$ cat config.mk
export PLATFORM = sky130hd
export DESIGN_NAME = mac_sid_timers
export DESIGN_NICKNAME = d
export VERILOG_FILES = /design/src/shared/mac_timing_pkg.sv /design/src/shared/timer_if.sv /design/src/verilog/wait_timer.sv /design/src/verilog/mac_sid_timers.sv
export SDC_FILE = /design/constraint.sdc
export NUM_CORES = 1
export LEC_CHECK = 0
export BUFFER_PORTS_ARGS = -buffer_cell sky130_fd_sc_hd__buf_2
export CORE_MARGIN = 1
export CORE_UTILIZATION = 60
export CTS_CLUSTER_DIAMETER = 200
export DETAILED_ROUTE_END_ITERATION = 8
export GPL_ROUTABILITY_DRIVEN = 0
export GPL_TIMING_DRIVEN = 0
export PLACE_DENSITY = 0.85
export SLEW_MARGIN = 20
export SYNTH_ARGS = -nofsm -noshare
export SYNTH_HDL_FRONTEND = slang
export SYNTH_SLANG_ARGS = --single-unit
$ cat constraint.sdc
create_clock -name sys_clk -period 34.6 [get_ports sys_clk]
set_clock_uncertainty 0.1 [all_clocks]
set_input_delay 5.19 -clock sys_clk [delete_from_list [all_inputs] [get_ports sys_clk]]
set_output_delay 5.19 -clock sys_clk [all_outputs]
set_load 0.05 [all_outputs]
$ cat src/shared/mac_timing_pkg.sv
// Constants and types for the modem identifier decode and protocol timers
package mac_timing_pkg;

	localparam int CLK_NS = 40;
	localparam int MS_NS = 1000000;
	localparam int TICK_CYCLES_DEF = MS_NS / CLK_NS;
	localparam int TICK_W = 16;

	localparam int SID_W = 14;
	localparam int PID_W = 13;
	localparam int MAC_W = 48;
	localparam int SLOT_W = 13;
	localparam int PRIO_W = 3;
	localparam int NSLOT_W = 4;

	localparam logic [SID_W-1:0] SID_NONE = 14'h0000;
	localparam logic [SID_W-1:0] SID_ALL = 14'h3FFF;
	localparam logic [SID_W-1:0] SID_MCAST_LO = 14'h3FF1;
	localparam logic [SID_W-1:0] SID_MCAST_HI = 14'h3FFE;
	localparam logic [5:0] SID_PRIO_HI = 6'h3E;
	localparam int SID_HI_LSB = 8;
	localparam logic [PID_W-1:0] PID_DATA = 13'h1FFE;
	localparam logic [MAC_W-1:0] RESERVED_FIRST = 48'h0000_0000_0001;
	localparam logic [MAC_W-1:0] RESERVED_SPAN = 48'h0000_0000_000E;

	// Timer indices
	localparam int NUM_TMR = 7;
	localparam int TMR_SYNC = 0;
	localparam int TMR_DESC = 1;
	localparam int TMR_BCAST = 2;
	localparam int TMR_RSP = 3;
	localparam int TMR_UCAST = 4;
	localparam int TMR_REG = 5;
	localparam int TMR_CFG = 6;
	localparam int TMR_W = 17;

	// Times in milliseconds, one timer tick per millisecond
	localparam int SYNC_LOST_MS = 600;
	localparam int DESC_INTERVAL_MS = 2000;
	localparam int RANGING_INTERVAL_MS = 2000;
	localparam int WAIT_FACTOR = 5;
	localparam int RSP_MIN_MS = 50;
	localparam int RSP_MAX_MS = 200;
	localparam int RSP_DEFAULT_MS = 200;
	localparam int UCAST_MIN_MS = 30000;
	localparam int UCAST_MAX_MS = 35000;
	localparam int REG_REPLY_MS = 3000;
	localparam int CONFIG_TO_REG_MS = 30000;

	// Retry counters
	localparam int NUM_RETRY = 4;
	localparam int RTY_CONT = 0;
	localparam int RTY_REQ = 1;
	localparam int RTY_DATA = 2;
	localparam int RTY_REG = 3;
	localparam int RETRY_W = 5;
	localparam logic [RETRY_W-1:0] RETRY_MIN = 5'h10;
	localparam logic [RETRY_W-1:0] REG_RETRY_MIN = 5'h03;

	// Register map
	localparam int ADDR_W = 8;
	localparam int DATA_W = 32;
	localparam logic [ADDR_W-1:0] REG_CTRL = 8'h00;
	localparam logic [ADDR_W-1:0] REG_OWN_SID = 8'h04;
	localparam logic [ADDR_W-1:0] REG_RSP_MS = 8'h08;
	localparam logic [ADDR_W-1:0] REG_PENDING_MS = 8'h0C;
	localparam logic [ADDR_W-1:0] REG_UCAST_MS = 8'h10;
	localparam logic [ADDR_W-1:0] REG_STATUS = 8'h14;
	localparam logic [ADDR_W-1:0] REG_RETRY_CNT = 8'h18;
	localparam int CTRL_INIT_BIT = 0;
	localparam int CTRL_PRIO_LSB = 1;
	localparam int STAT_EXH_LSB = 8;
	localparam int STAT_LOST_BIT = 16;
	localparam int CNT_FIELD_W = 8;
	localparam int MS_W = 16;

	typedef enum logic [2:0] {
		SIDK_NONE,
		SIDK_ALL,
		SIDK_MCAST,
		SIDK_PRIO,
		SIDK_OWN,
		SIDK_OTHER
	} sid_kind_type;

endpackage

$ cat src/shared/timer_if.sv
// Control and status bundle between the timer bank and one wait timer
`timescale 1ns/1ns
interface timer_if;
	logic tick;
	logic start;
	logic halt;
	logic [mac_timing_pkg::TMR_W-1:0] limit;
	logic expired;
	logic running;

	modport ctl(output tick, output start, output halt, output limit, input expired, input running);
	modport tmr(input tick, input start, input halt, input limit, output expired, output running);
endinterface

$ cat src/verilog/wait_timer.sv
// Wait timer counting millisecond ticks up to its limit, with restart, halt and expiry pulse
`timescale 1ns/1ns
module wait_timer (
	input wire logic sys_clk,
	input wire logic rst_b,
	timer_if.tmr tif
);
	import mac_timing_pkg::*;

	logic [TMR_W-1:0] count_q, count_d;
	logic run_q, run_d;
	logic exp_q, exp_d;

	// Start beats halt so a restart in the same cycle is never lost
	always_comb begin
		count_d = count_q;
		run_d = run_q;
		exp_d = 1'b0;
		if (tif.start) begin
			count_d = '0;
			run_d = 1'b1;
		end else if (tif.halt) begin
			run_d = 1'b0;
		end else if (run_q && tif.tick) begin
			if (count_q + TMR_W'(1) >= tif.limit) begin
				exp_d = 1'b1;
				run_d = 1'b0;
			end else begin
				count_d = count_q + TMR_W'(1);
			end
		end
	end

	always_ff @(posedge sys_clk) begin
		if (!rst_b) begin
			count_q <= '0;
			run_q <= 1'b0;
			exp_q <= 1'b0;
		end else begin
			count_q <= count_d;
			run_q <= run_d;
			exp_q <= exp_d;
		end
	end

	assign tif.expired = exp_q;
	assign tif.running = run_q;
endmodule // wait_timer

$ cat src/verilog/mac_sid_timers.sv
// Address, identifier and packet filters with retry counters and wait timers
`timescale 1ns/1ns
module mac_sid_timers #(
	parameter int TICK_CYCLES = mac_timing_pkg::TICK_CYCLES_DEF,
	// Arbitrary neutral all-modem group address
	parameter logic [47:0] ALL_MODEM_ADDR = 48'h0300_0000_1000
) (
	input wire logic sys_clk,
	input wire logic rst_b,
	input wire logic [mac_timing_pkg::ADDR_W-1:0] reg_addr,
	input wire logic [mac_timing_pkg::DATA_W-1:0] reg_wdata,
	input wire logic reg_wr,
	input wire logic reg_rd,
	output logic [mac_timing_pkg::DATA_W-1:0] reg_rdata,
	input wire logic dest_valid,
	input wire logic [mac_timing_pkg::MAC_W-1:0] dest_addr,
	output logic addr_accept,
	output logic addr_local_only,
	input wire logic pid_valid,
	input wire logic [mac_timing_pkg::PID_W-1:0] pid,
	output logic pid_accept,
	input wire logic elem_valid,
	input wire logic [mac_timing_pkg::SID_W-1:0] elem_sid,
	input wire logic elem_reqdata,
	input wire logic elem_request,
	input wire logic [mac_timing_pkg::SLOT_W-1:0] elem_slot,
	output logic tx_allowed,
	output logic [mac_timing_pkg::NSLOT_W-1:0] tx_max_slots,
	output mac_timing_pkg::sid_kind_type sid_kind,
	output logic [mac_timing_pkg::SID_W-1:0] own_sid,
	input wire logic [mac_timing_pkg::NUM_TMR-1:0] timer_start,
	input wire logic [mac_timing_pkg::NUM_TMR-1:0] timer_stop,
	output logic [mac_timing_pkg::NUM_TMR-1:0] timer_expired,
	output logic sync_lost,
	input wire logic [mac_timing_pkg::NUM_RETRY-1:0] retry_fail,
	input wire logic [mac_timing_pkg::NUM_RETRY-1:0] retry_ok,
	output logic [mac_timing_pkg::NUM_RETRY-1:0] retry_exhausted
);
	import mac_timing_pkg::*;

	function automatic logic [MS_W-1:0] clamp_ms(input logic [MS_W-1:0] v,
		input logic [MS_W-1:0] lo, input logic [MS_W-1:0] hi);
		if (v < lo) return lo;
		if (v > hi) return hi;
		return v;
	endfunction

	function automatic logic slot_ok(input logic [SLOT_W-1:0] slot,
		input logic [NSLOT_W-1:0] n);
		return (slot % SLOT_W'(n)) == '0;
	endfunction

	function automatic logic [RETRY_W-1:0] retry_limit(input int idx);
		return (idx == RTY_REG) ? REG_RETRY_MIN : RETRY_MIN;
	endfunction

	// Millisecond tick
	logic [TICK_W-1:0] tick_cnt_q, tick_cnt_d;
	logic tick_q, tick_d;

	always_comb begin
		tick_cnt_d = tick_cnt_q + TICK_W'(1);
		tick_d = 1'b0;
		if (tick_cnt_q == TICK_W'(TICK_CYCLES - 1)) begin
			tick_cnt_d = '0;
			tick_d = 1'b1;
		end
	end

	always_ff @(posedge sys_clk) begin
		if (!rst_b) begin
			tick_cnt_q <= '0;
			tick_q <= 1'b0;
		end else begin
			tick_cnt_q <= tick_cnt_d;
			tick_q <= tick_d;
		end
	end

	// Software registers
	logic init_q, init_d;
	logic [PRIO_W-1:0] prio_q, prio_d;
	logic [SID_W-1:0] own_cfg_q, own_cfg_d;
	logic [MS_W-1:0] rsp_ms_q, rsp_ms_d;
	logic [MS_W-1:0] pend_ms_q, pend_ms_d;
	logic [MS_W-1:0] ucast_ms_q, ucast_ms_d;
	logic [DATA_W-1:0] rdata_q, rdata_d;
	logic [NUM_TMR-1:0] w1c_exp;
	logic [NUM_RETRY-1:0] w1c_exh;
	logic [NUM_TMR-1:0] exp_q, exp_d;
	logic [NUM_RETRY-1:0] exh_q, exh_d;
	logic lost_q, lost_d;
	logic [RETRY_W-1:0] rcnt_q [NUM_RETRY];
	logic [RETRY_W-1:0] rcnt_d [NUM_RETRY];

	always_comb begin
		init_d = init_q;
		prio_d = prio_q;
		own_cfg_d = own_cfg_q;
		rsp_ms_d = rsp_ms_q;
		pend_ms_d = pend_ms_q;
		ucast_ms_d = ucast_ms_q;
		rdata_d = '0;
		w1c_exp = '0;
		w1c_exh = '0;
		if (reg_wr) begin
			unique case (reg_addr)
				REG_CTRL: begin
					init_d = reg_wdata[CTRL_INIT_BIT];
					prio_d = reg_wdata[CTRL_PRIO_LSB +: PRIO_W];
				end
				REG_OWN_SID: own_cfg_d = reg_wdata[SID_W-1:0];
				REG_RSP_MS: rsp_ms_d = clamp_ms(reg_wdata[MS_W-1:0], MS_W'(RSP_MIN_MS),
					MS_W'(RSP_MAX_MS));
				REG_PENDING_MS: pend_ms_d = reg_wdata[MS_W-1:0];
				REG_UCAST_MS: ucast_ms_d = clamp_ms(reg_wdata[MS_W-1:0], MS_W'(UCAST_MIN_MS),
					MS_W'(UCAST_MAX_MS));
				REG_STATUS: begin
					w1c_exp = reg_wdata[NUM_TMR-1:0];
					w1c_exh = reg_wdata[STAT_EXH_LSB +: NUM_RETRY];
				end
				default: ;
			endcase
		end
		if (reg_rd) begin
			unique case (reg_addr)
				REG_CTRL: rdata_d = DATA_W'({prio_q, init_q});
				REG_OWN_SID: rdata_d = DATA_W'(own_cfg_q);
				REG_RSP_MS: rdata_d = DATA_W'(rsp_ms_q);
				REG_PENDING_MS: rdata_d = DATA_W'(pend_ms_q);
				REG_UCAST_MS: rdata_d = DATA_W'(ucast_ms_q);
				REG_STATUS: begin
					rdata_d[NUM_TMR-1:0] = exp_q;
					rdata_d[STAT_EXH_LSB +: NUM_RETRY] = exh_q;
					rdata_d[STAT_LOST_BIT] = lost_q;
				end
				REG_RETRY_CNT: begin
					for (int i = 0; i < NUM_RETRY; i++) begin
						rdata_d[i*CNT_FIELD_W +: CNT_FIELD_W] = CNT_FIELD_W'(rcnt_q[i]);
					end
				end
				default: rdata_d = '0;
			endcase
		end
	end

	always_ff @(posedge sys_clk) begin
		if (!rst_b) begin
			init_q <= 1'b0;
			prio_q <= '0;
			own_cfg_q <= SID_NONE;
			rsp_ms_q <= MS_W'(RSP_DEFAULT_MS);
			pend_ms_q <= '0;
			ucast_ms_q <= MS_W'(UCAST_MIN_MS);
			rdata_q <= '0;
		end else begin
			init_q <= init_d;
			prio_q <= prio_d;
			own_cfg_q <= own_cfg_d;
			rsp_ms_q <= rsp_ms_d;
			pend_ms_q <= pend_ms_d;
			ucast_ms_q <= ucast_ms_d;
			rdata_q <= rdata_d;
		end
	end

	// Filters and allocation decode
	logic accept_q, accept_d, local_q, local_d, pid_q, pid_d;
	logic tx_q, tx_d;
	logic [NSLOT_W-1:0] max_q, max_d;
	sid_kind_type kind_q, kind_d;
	logic [SID_W-1:0] own_q, own_d;
	logic [MAC_W-1:0] addr_diff;
	logic mc_ok_c, prio_ok_c, is_mcast_c;

	always_comb begin
		accept_d = accept_q;
		local_d = local_q;
		pid_d = pid_q;
		tx_d = tx_q;
		max_d = max_q;
		kind_d = kind_q;
		own_d = init_q ? SID_NONE : own_cfg_q;
		addr_diff = dest_addr - ALL_MODEM_ADDR;
		is_mcast_c = elem_sid >= SID_MCAST_LO && elem_sid <= SID_MCAST_HI;
		mc_ok_c = slot_ok(elem_slot, elem_sid[NSLOT_W-1:0]);
		prio_ok_c = elem_sid[prio_q];
		if (dest_valid) begin
			accept_d = dest_addr == ALL_MODEM_ADDR;
			local_d = addr_diff >= RESERVED_FIRST && addr_diff <= RESERVED_SPAN;
		end
		if (pid_valid) begin
			pid_d = pid == PID_DATA;
		end
		if (elem_valid) begin
			max_d = '0;
			if (elem_sid == SID_NONE) begin
				kind_d = SIDK_NONE;
				tx_d = 1'b0;
			end else if (elem_sid == SID_ALL) begin
				kind_d = SIDK_ALL;
				tx_d = 1'b1;
			end else if (is_mcast_c) begin
				kind_d = SIDK_MCAST;
				tx_d = elem_reqdata && mc_ok_c;
				max_d = elem_sid[NSLOT_W-1:0];
			end else if (elem_sid[SID_W-1:SID_HI_LSB] == SID_PRIO_HI) begin
				kind_d = SIDK_PRIO;
				tx_d = elem_request && prio_ok_c;
			end else if (elem_sid == own_d) begin
				kind_d = SIDK_OWN;
				tx_d = 1'b1;
			end else begin
				kind_d = SIDK_OTHER;
				tx_d = 1'b0;
			end
		end
	end

	always_ff @(posedge sys_clk) begin
		if (!rst_b) begin
			accept_q <= 1'b0;
			local_q <= 1'b0;
			pid_q <= 1'b0;
			tx_q <= 1'b0;
			max_q <= '0;
			kind_q <= SIDK_NONE;
			own_q <= SID_NONE;
		end else begin
			accept_q <= accept_d;
			local_q <= local_d;
			pid_q <= pid_d;
			tx_q <= tx_d;
			max_q <= max_d;
			kind_q <= kind_d;
			own_q <= own_d;
		end
	end

	// Timer bank
	timer_if tif [NUM_TMR] ();
	logic [TMR_W-1:0] tmr_limit [NUM_TMR];
	logic [NUM_TMR-1:0] tmr_exp;

	always_comb begin
		tmr_limit[TMR_SYNC] = TMR_W'(SYNC_LOST_MS);
		tmr_limit[TMR_DESC] = TMR_W'(WAIT_FACTOR * DESC_INTERVAL_MS);
		tmr_limit[TMR_BCAST] = TMR_W'(WAIT_FACTOR * RANGING_INTERVAL_MS);
		tmr_limit[TMR_RSP] = TMR_W'(rsp_ms_q);
		tmr_limit[TMR_UCAST] = TMR_W'(ucast_ms_q) + TMR_W'(pend_ms_q);
		tmr_limit[TMR_REG] = TMR_W'(REG_REPLY_MS);
		tmr_limit[TMR_CFG] = TMR_W'(CONFIG_TO_REG_MS);
	end

	for (genvar gi = 0; gi < NUM_TMR; gi++) begin : g_tmr
		assign tif[gi].tick = tick_q;
		assign tif[gi].start = timer_start[gi];
		assign tif[gi].halt = timer_stop[gi];
		assign tif[gi].limit = tmr_limit[gi];
		assign tmr_exp[gi] = tif[gi].expired;
		wait_timer u_tmr (
			.sys_clk(sys_clk),
			.rst_b(rst_b),
			.tif(tif[gi])
		);
	end

	// Sticky flags: a new event wins over a clear in the same cycle
	always_comb begin
		exp_d = (exp_q & ~(timer_start | w1c_exp)) | tmr_exp;
		lost_d = lost_q;
		if (tmr_exp[TMR_SYNC]) begin
			lost_d = 1'b1;
		end else if (timer_start[TMR_SYNC]) begin
			lost_d = 1'b0;
		end
		exh_d = exh_q & ~w1c_exh;
		for (int i = 0; i < NUM_RETRY; i++) begin
			rcnt_d[i] = rcnt_q[i];
			if (retry_fail[i]) begin
				if (rcnt_q[i] < retry_limit(i)) begin
					rcnt_d[i] = rcnt_q[i] + RETRY_W'(1);
				end else begin
					exh_d[i] = 1'b1;
				end
			end else if (retry_ok[i]) begin
				rcnt_d[i] = '0;
				exh_d[i] = 1'b0;
			end
		end
	end

	always_ff @(posedge sys_clk) begin
		if (!rst_b) begin
			exp_q <= '0;
			lost_q <= 1'b0;
			exh_q <= '0;
			for (int i = 0; i < NUM_RETRY; i++) begin
				rcnt_q[i] <= '0;
			end
		end else begin
			exp_q <= exp_d;
			lost_q <= lost_d;
			exh_q <= exh_d;
			rcnt_q <= rcnt_d;
		end
	end

	assign reg_rdata = rdata_q;
	assign addr_accept = accept_q;
	assign addr_local_only = local_q;
	assign pid_accept = pid_q;
	assign tx_allowed = tx_q;
	assign tx_max_slots = max_q;
	assign sid_kind = kind_q;
	assign own_sid = own_q;
	assign timer_expired = exp_q;
	assign sync_lost = lost_q;
	assign retry_exhausted = exh_q;
endmodule // mac_sid_timers

==> summary.txt, run 1 <==
Yosys
  • Yosys top cell by area: dfxtp_1
  • Asr flop ratio synth: 0
  • Synthesized flop and latch total: approximately 300
  • Yosys cell types: ~110
  • Predominant post-synthesis flop cell: dfxtp_1
  • Yosys Warn Count: 0
  • Cells after synthesis: ~2400
  • Average cell area after synthesis: around 8 um^2
  • Number of synthesized flops with an enable pin: 0
  • Area share of the largest cell type after synthesis: 0.313
  • Ranking of synthesized cells by area: dfxtp_1, ha_1, xor2_1
  • Mapped cell area: 0.0191 mm^2
  • Seq/Total Area, Yosys: 0.313

Cells and area
  • Multi-input logic area: between 0.01 and 0.015 mm^2
  • Layout Utilization: 0.699
  • Nets: around 2900
  • Share of layout cells above drive strength 1: 0.127
  • Layout area overhead: 13.5%
  • Fill cell total of the finished layout: approximately 2400
  • Layout Cells excl Fill: 3028
  • Area occupied by registers: between 0.005 and 0.006 mm^2

Clock tree
  • CTS tree: built
  • Root Buffer: clkbuf_16
  • Clock Sinks: between 200 and 300
  • Post-CTS resize count: 0
  • Cts hold-fix bufs: 0
  • Setup bufs post-CTS: 0
  • Number of H-tree levels: 1
  • Worst skew pair latency: roughly 0.56 ns
  • Total CTS buffers: 28
  • Clk slew on worst S/H paths: roughly 0.070 ns
  • Clk buf depth: 3

Timing
  • Hold Vio Cnt, Final: 0
  • Setup_tns: 0 ns
  • RSZ-0062 raised after global routing: no
  • Slew Limit Fails: 0
  • Worst-margin pin slew: about 1.1 ns
  • Worst setup margin: around 4.5 ns
  • Setup violators final: 0
  • Max Freq: about 33 MHz
  • Crit path time final: about 30 ns
  • Slew headroom: 0.292
  • Period utilisation layout: 0.869

Setup path
  • Crit path arrival time: 30.45 ns
  • R2R Path Start: pend_ms_q[0]
  • Slowest cell on the critical path: inv_1
  • CP Max Fanout: 13
  • Max incr delay on CP: around 0.58 ns
  • WP buf/inv: 4
  • Worst reg-to-reg path cell count: 27
  • Critical Path Source Type: input port
  • Crit end category: flop
  • Crit Path Category: in -> reg
  • Crit path max-delay family: compound AO/OA/AOI/OAI gates
  • Required @ worst endpoint: between 30 and 40 ns
  • CP Launch Point: elem_sid[0]
  • Cell count along the critical path: 100
  • Critical path's most frequent cell: ha_1

Placement
  • Placed Cells: 2968
  • Dpl ws: about 4.7 ns
  • Port buffer count: just under 200
  • Detailed placement HPWL: around 41000 um

GRT
  • GRT overflow: 0
  • Global-route wire length before repair: a little under 90000 um
  • Global Route Usage Sum: 0.320
  • Vias in the first global route: ~18000
  • Largest net degree at the start of global routing: 17
  • Initial antenna violation count: 9

Pwr
  • Power Dens Cells: between 100 and 150 mW/mm^2
  • Tot Pwr: around 2400 uW
  • Leakage power: 0.00879 uW
  • Max VDD drop: 0.190 mV

Floorplan
  • Num ports: between 200 and 250
  • Die X: ~180 um
  • Core Region: 0.0310 mm^2
  • Die area: 0.0326 mm^2
  • Starting Density: 0.616
  • Row Count: 64
  • Die height: approximately 180 um

Drt
  • 1st-iter DRT viols: around 1800
  • Routed vias: around 19000
  • Drt via density: 6.24
  • DR WL/cell: about 18 um
  • Antenna Nets Post-Route: 0
  • First drt pass iteration count: 9
  • DRC: 1
  • WL final: around 54000 um

Min path
  • Min-delay src: g_tmr[4].u_tmr.tif.expired
  • Hold Crit Depth: 1
  • Hold Path Class: reg -> reg

Status
  • Failing checks: design-rule violations
  • Status: complete, but fails checks

Run
  • Max cap viols: 0
cell families after synthesis:
| kind of cell | synth area share |
|---|---|
| buf+inv | 0.0344 |
| fa+ha+maj | 0.0788 |
| xor+xnor | 0.0834 |
| compound gates | 0.190 |
| other cells | 0.000196 |
| simple gates | 0.275 |
| flops | 0.313 |
| mux | 0.0246 |
synth_stat cells (16+ instances only):
cell and n:
xnor2_1 63, nor2_1 257, o21ai_0 84, o211ai_1 16, ha_1 113, nand4_1 44, nor4_1 38, mux2i_1 20
nand3_1 91, o21bai_1 18, or3_1 31, a22oi_1 46, a21boi_0 42, o21a_1 38, nor2b_1 42, and3_1 59
nor3_1 60, xor2_1 119, nand2b_1 44, a31oi_1 34, a21o_1 21, clkbuf_1 74, nand2_1 230, a21oi_1 108
inv_1 72, and2_1 67, dfxtp_1 299
path summary, 6_finish.rpt:
path	to	slack, ns
min	timer_expired[4]	0.33
min reg2reg	timer_expired[4]	0.33
max reg2reg	g_tmr[4].u_tmr.count_q[2]	29.18
max	tx_allowed	4.54
registers in the layout, summed over array words and instances, names as in the netlist, 3 cells and up:
name / flops
g_tmr.u_tmr.count_q: 119
own_cfg_q: 14
pend_ms_q: 16
retry_exhausted: 4
reg_rdata: 26
g_tmr.u_tmr.tif.expired: 7
tx_max_slots: 4
timer_expired: 7
prio_q: 3
ucast_ms_q: 16
sid_kind: 3
rcnt_q: 20
g_tmr.u_tmr.tif.running: 7
tick_cnt_q: 16
own_sid: 14
rsp_ms_q: 16
area by class of cell:
| cell class | instances | share of cell area |
|---|---|---|
| Sequential cell | 299 | 0.276 |
| Antenna cell | 9 | 0.00104 |
| Timing Repair Buffer | 198 | 0.0457 |
| Clock buffer | 37 | 0.0376 |
| Inverter | 73 | 0.0126 |
| Clock inverter | 14 | 0.00976 |
| Tap cell | 396 | 0.0229 |
| Buffer | 90 | 0.0177 |
| Multi-Input combinational cell | 1912 | 0.577 |
where the power goes:
part | internal (uW) | switching [uW] | leakage (uW)
logic | 684 | 1040 | 0.00587
clock network | 203 | 136 | 0.000502
registers | 346 | 1.54 | 0.00241
worst reg2reg max path, stage by stage, from the launching register on:
cell and delay [ns]:
dfxtp_1 0.34, ha_1 0.23, fa_1 0.41, a21oi_1 0.18, nor2_1 0.05, nor2_1 0.15, o21bai_1 0.09, a21oi_1 0.25
o21bai_1 0.10, a21oi_1 0.23, o21bai_1 0.12, a21oi_1 0.24, xnor2_1 0.15, ha_1 0.26, a21o_1 0.18, a21o_1 0.16
a21oi_1 0.14, o21ai_0 0.10, a21oi_1 0.15, nor2b_1 0.06, o31a_1 0.26, o21ai_0 0.14, nand2b_1 0.15, nor2_1 0.25
buf_1 0.42, nand2_1 0.13, xor2_1 0.18, nor2_1 0.06
cell usage in the layout, fill, tap and decap left out, types with 14 or more instances in the layout:
master / n
nand4_1: 44
or2_2: 15
a22oi_1: 46
a21oi_1: 108
nor2b_1: 42
o211ai_1: 16
dfxtp_1: 299
and3_1: 59
ha_1: 113
nand3_1: 91
nand2b_1: 44
o21ai_0: 84
xnor2_1: 63
o22ai_1: 15
xor2_1: 119
inv_1: 72
clkbuf_1: 76
o21a_1: 38
a21boi_0: 42
nor2_1: 257
o21bai_1: 18
nand2_1: 230
mux2i_1: 20
or3_1: 31
nor4_1: 37
a31oi_1: 34
clkbuf_16: 29
nor3_1: 59
a21o_1: 21
and2_1: 67
buf_2: 201
mux2_2: 14
metrics by stage:
stage	cell area (um^2)	hold WS (ns)
floorplan	19100	0.318
global placement	20600	0.319
detailed placement	20600	0.325
CTS	21600	0.344
global route	21700	0.360
finish	21700	0.334
per-layer routing:
layer  GRT usage  share of wire  up-vias  routed length (um)
met4       0.154          0.048        6                2590
met1       0.401           0.41     8760               22200
met5           0        0.00066        -                  36
li1            -              -     8964                   -
met2       0.534           0.46      942               24800
met3      0.0517          0.082      212                4450
(Power assumes the default switching activity.)
==> run 2: changes to the inputs <==
CTS_BUF_LIST = sky130_fd_sc_hd__clkbuf_8   (was default)
==> summary.txt, run 2 (synthesis results as in run 1) <==
Cells and area
  • Most frequent cells in the layout: dfxtp_1, nor2_1, nand2_1
  • Share of layout cells above drive strength 1: 0.133
  • Largest register FFs: ~120
  • Biggest register: g_tmr.u_tmr.count_q
  • Nets: slightly below 3000
  • Layout area overhead: 13.6%
  • Commonest non-fill, non-tap cell in the layout: dfxtp_1
  • Layout Utilization: 0.700

Drt
  • Antenna Nets Post-Route: 0
  • Drt via density: a little over 6
  • Routed vias: 18999
  • DR WL/cell: between 15 and 20 um
  • WL final: between 50000 and 60000 um
  • First drt pass iteration count: 9
  • 1st-iter DRT viols: roughly 1900
  • DRC: 0

Clock tree
  • Clock Sinks: roughly 300
  • Clk slew on worst S/H paths: about 0.070 ns
  • Setup bufs post-CTS: 0
  • Worst skew pair latency: approximately 0.58 ns
  • Root Buffer: clkbuf_8
  • Post-CTS resize count: 0
  • Cts hold-fix bufs: 0
  • Number of H-tree levels: 2
  • Total CTS buffers: 47
  • Clk buf depth: 3
  • CTS tree: built

GRT
  • Global-route wire length before repair: a little under 90000 um
  • Vias in the first global route: ~18000
  • Largest net degree at the start of global routing: 16
  • Initial antenna violation count: 12
  • GRT overflow: 0
  • Global Route Usage Sum: 0.320

Timing
  • Max Freq: about 34 MHz
  • Crit path time final: between 20 and 30 ns
  • Hold Vio Cnt, Final: 0
  • Worst-margin pin slew: around 1.2 ns
  • Setup violators final: 0
  • Period utilisation layout: 0.862
  • Slew Limit Fails: 0
  • RSZ-0062 raised after global routing: no
  • Slew headroom: 0.209
  • Setup_tns: 0 ns

Run
  • Max cap viols: 0

Pwr
  • Leakage power: approximately 0.0089 uW
  • Power Dens Cells: roughly 110 mW/mm^2
  • Max VDD drop: ~0.19 mV

Setup path
  • Slowest cell on the critical path: inv_1
  • WP buf/inv: 4
  • Worst reg-to-reg path cell count: 27
  • Critical path's most frequent cell: ha_1
  • Max incr delay on CP: roughly 0.58 ns
  • Cell count along the critical path: 100
  • Crit end category: flop
  • Critical Path Source Type: input port
  • Crit path arrival time: ~30 ns
  • Required @ worst endpoint: approximately 35 ns
  • Crit Path Category: in -> reg
  • CP Max Fanout: 13
  • Crit path max-delay family: compound AO/OA/AOI/OAI gates

Min path
  • Hold Path Class: reg -> reg
  • Hold Crit Depth: 1

Floorplan
  • Row Count: 64
  • Die height: ~180 um
  • Die X: 180 um
  • Die area: about 0.033 mm^2
  • Core Region: 0.0310 mm^2
  • Num ports: between 200 and 250
  • Starting Density: 0.616

Placement
  • Port buffer count: approximately 200
  • Detailed placement HPWL: slightly above 40000 um

Status
  • Status: completed
## run 2: cell types whose count changed in the layout (fill, tap and decap cells not counted), sizes merged
cell / change
clkinv: -1
diode: +2
inv: +12
clkbuf: +24
clkinvlp: -1
bufinv: -1
## run 2: worst reg2reg max path, stage by stage, from the launching register on
cell      delay [ns]
dfxtp_1         0.34
ha_1            0.23
fa_1            0.41
a21oi_1         0.19
nor2_1          0.05
nor2_1          0.15
o21bai_1        0.09
a21oi_1         0.24
o21bai_1        0.10
a21oi_1         0.23
o21bai_1        0.12
a21oi_1         0.24
xnor2_1         0.15
ha_1            0.26
a21o_1          0.18
a21o_1          0.16
a21oi_1         0.14
o21ai_0         0.10
a21oi_1         0.15
nor2b_1         0.06
o31a_1          0.26
o21ai_0         0.14
nand2b_1        0.15
nor2_1          0.22
buf_1           0.43
nand2_1         0.14
xor2_1          0.17
nor2_1          0.06
## run 2: final cells by class
| type | count | area (um^2) |
|---|---|---|
| flip-flops and latches | 299 | 5990 |
| diodes | 11 | 27.5 |
| clock inverters | 23 | 206 |
| multi-input cells | 1912 | 12500 |
| repair buffers | 198 | 991 |
| fillers | 2430 | 9300 |
| plain buffers | 90 | 383 |
| clock buffers | 61 | 840 |
| well taps | 396 | 495 |
| inverters | 73 | 274 |
## run 2: per-layer routing
layer	part of all wire	up-vias	global-route usage
met1	0.41	8753	0.394
met2	0.45	978	0.530
li1	-	9019	-
met4	0.051	6	0.165
met3	0.089	243	0.0622
met5	0.00064	-	0
## run 2: report_power, final
part           total, uW  switching [uW]  internal [uW]  leakage [uW]
registers            348            1.49            346       0.00241
logic               1730            1050            684       0.00587
clock network        329             141            188      0.000583
total               2410            1190           1220       0.00887
## run 2: per-stage QoR
stage,hold slack (ns),cell area [um^2],setup WS [ns],total power [uW],std cells
finish,0.317,21700,4.77,2410,3063
global route,0.359,21700,2.63,2580,3060
CTS,0.336,21700,5.20,2350,3052
detailed placement,0.325,20600,4.72,2020,2968
global placement,0.319,20600,5.58,1950,2966
floorplan,0.318,19100,8.60,1710,2374
## run 2: final timing paths
check,slack [ns],to,start
worst max register to register,29.18,g_tmr[4].u_tmr.count_q[3],pend_ms_q[0]
worst min-delay path,0.32,timer_expired[4],g_tmr[4].u_tmr.tif.expired
worst max-delay path,4.77,tx_allowed,elem_sid[0]
worst min register to register,0.32,timer_expired[4],g_tmr[4].u_tmr.tif.expired
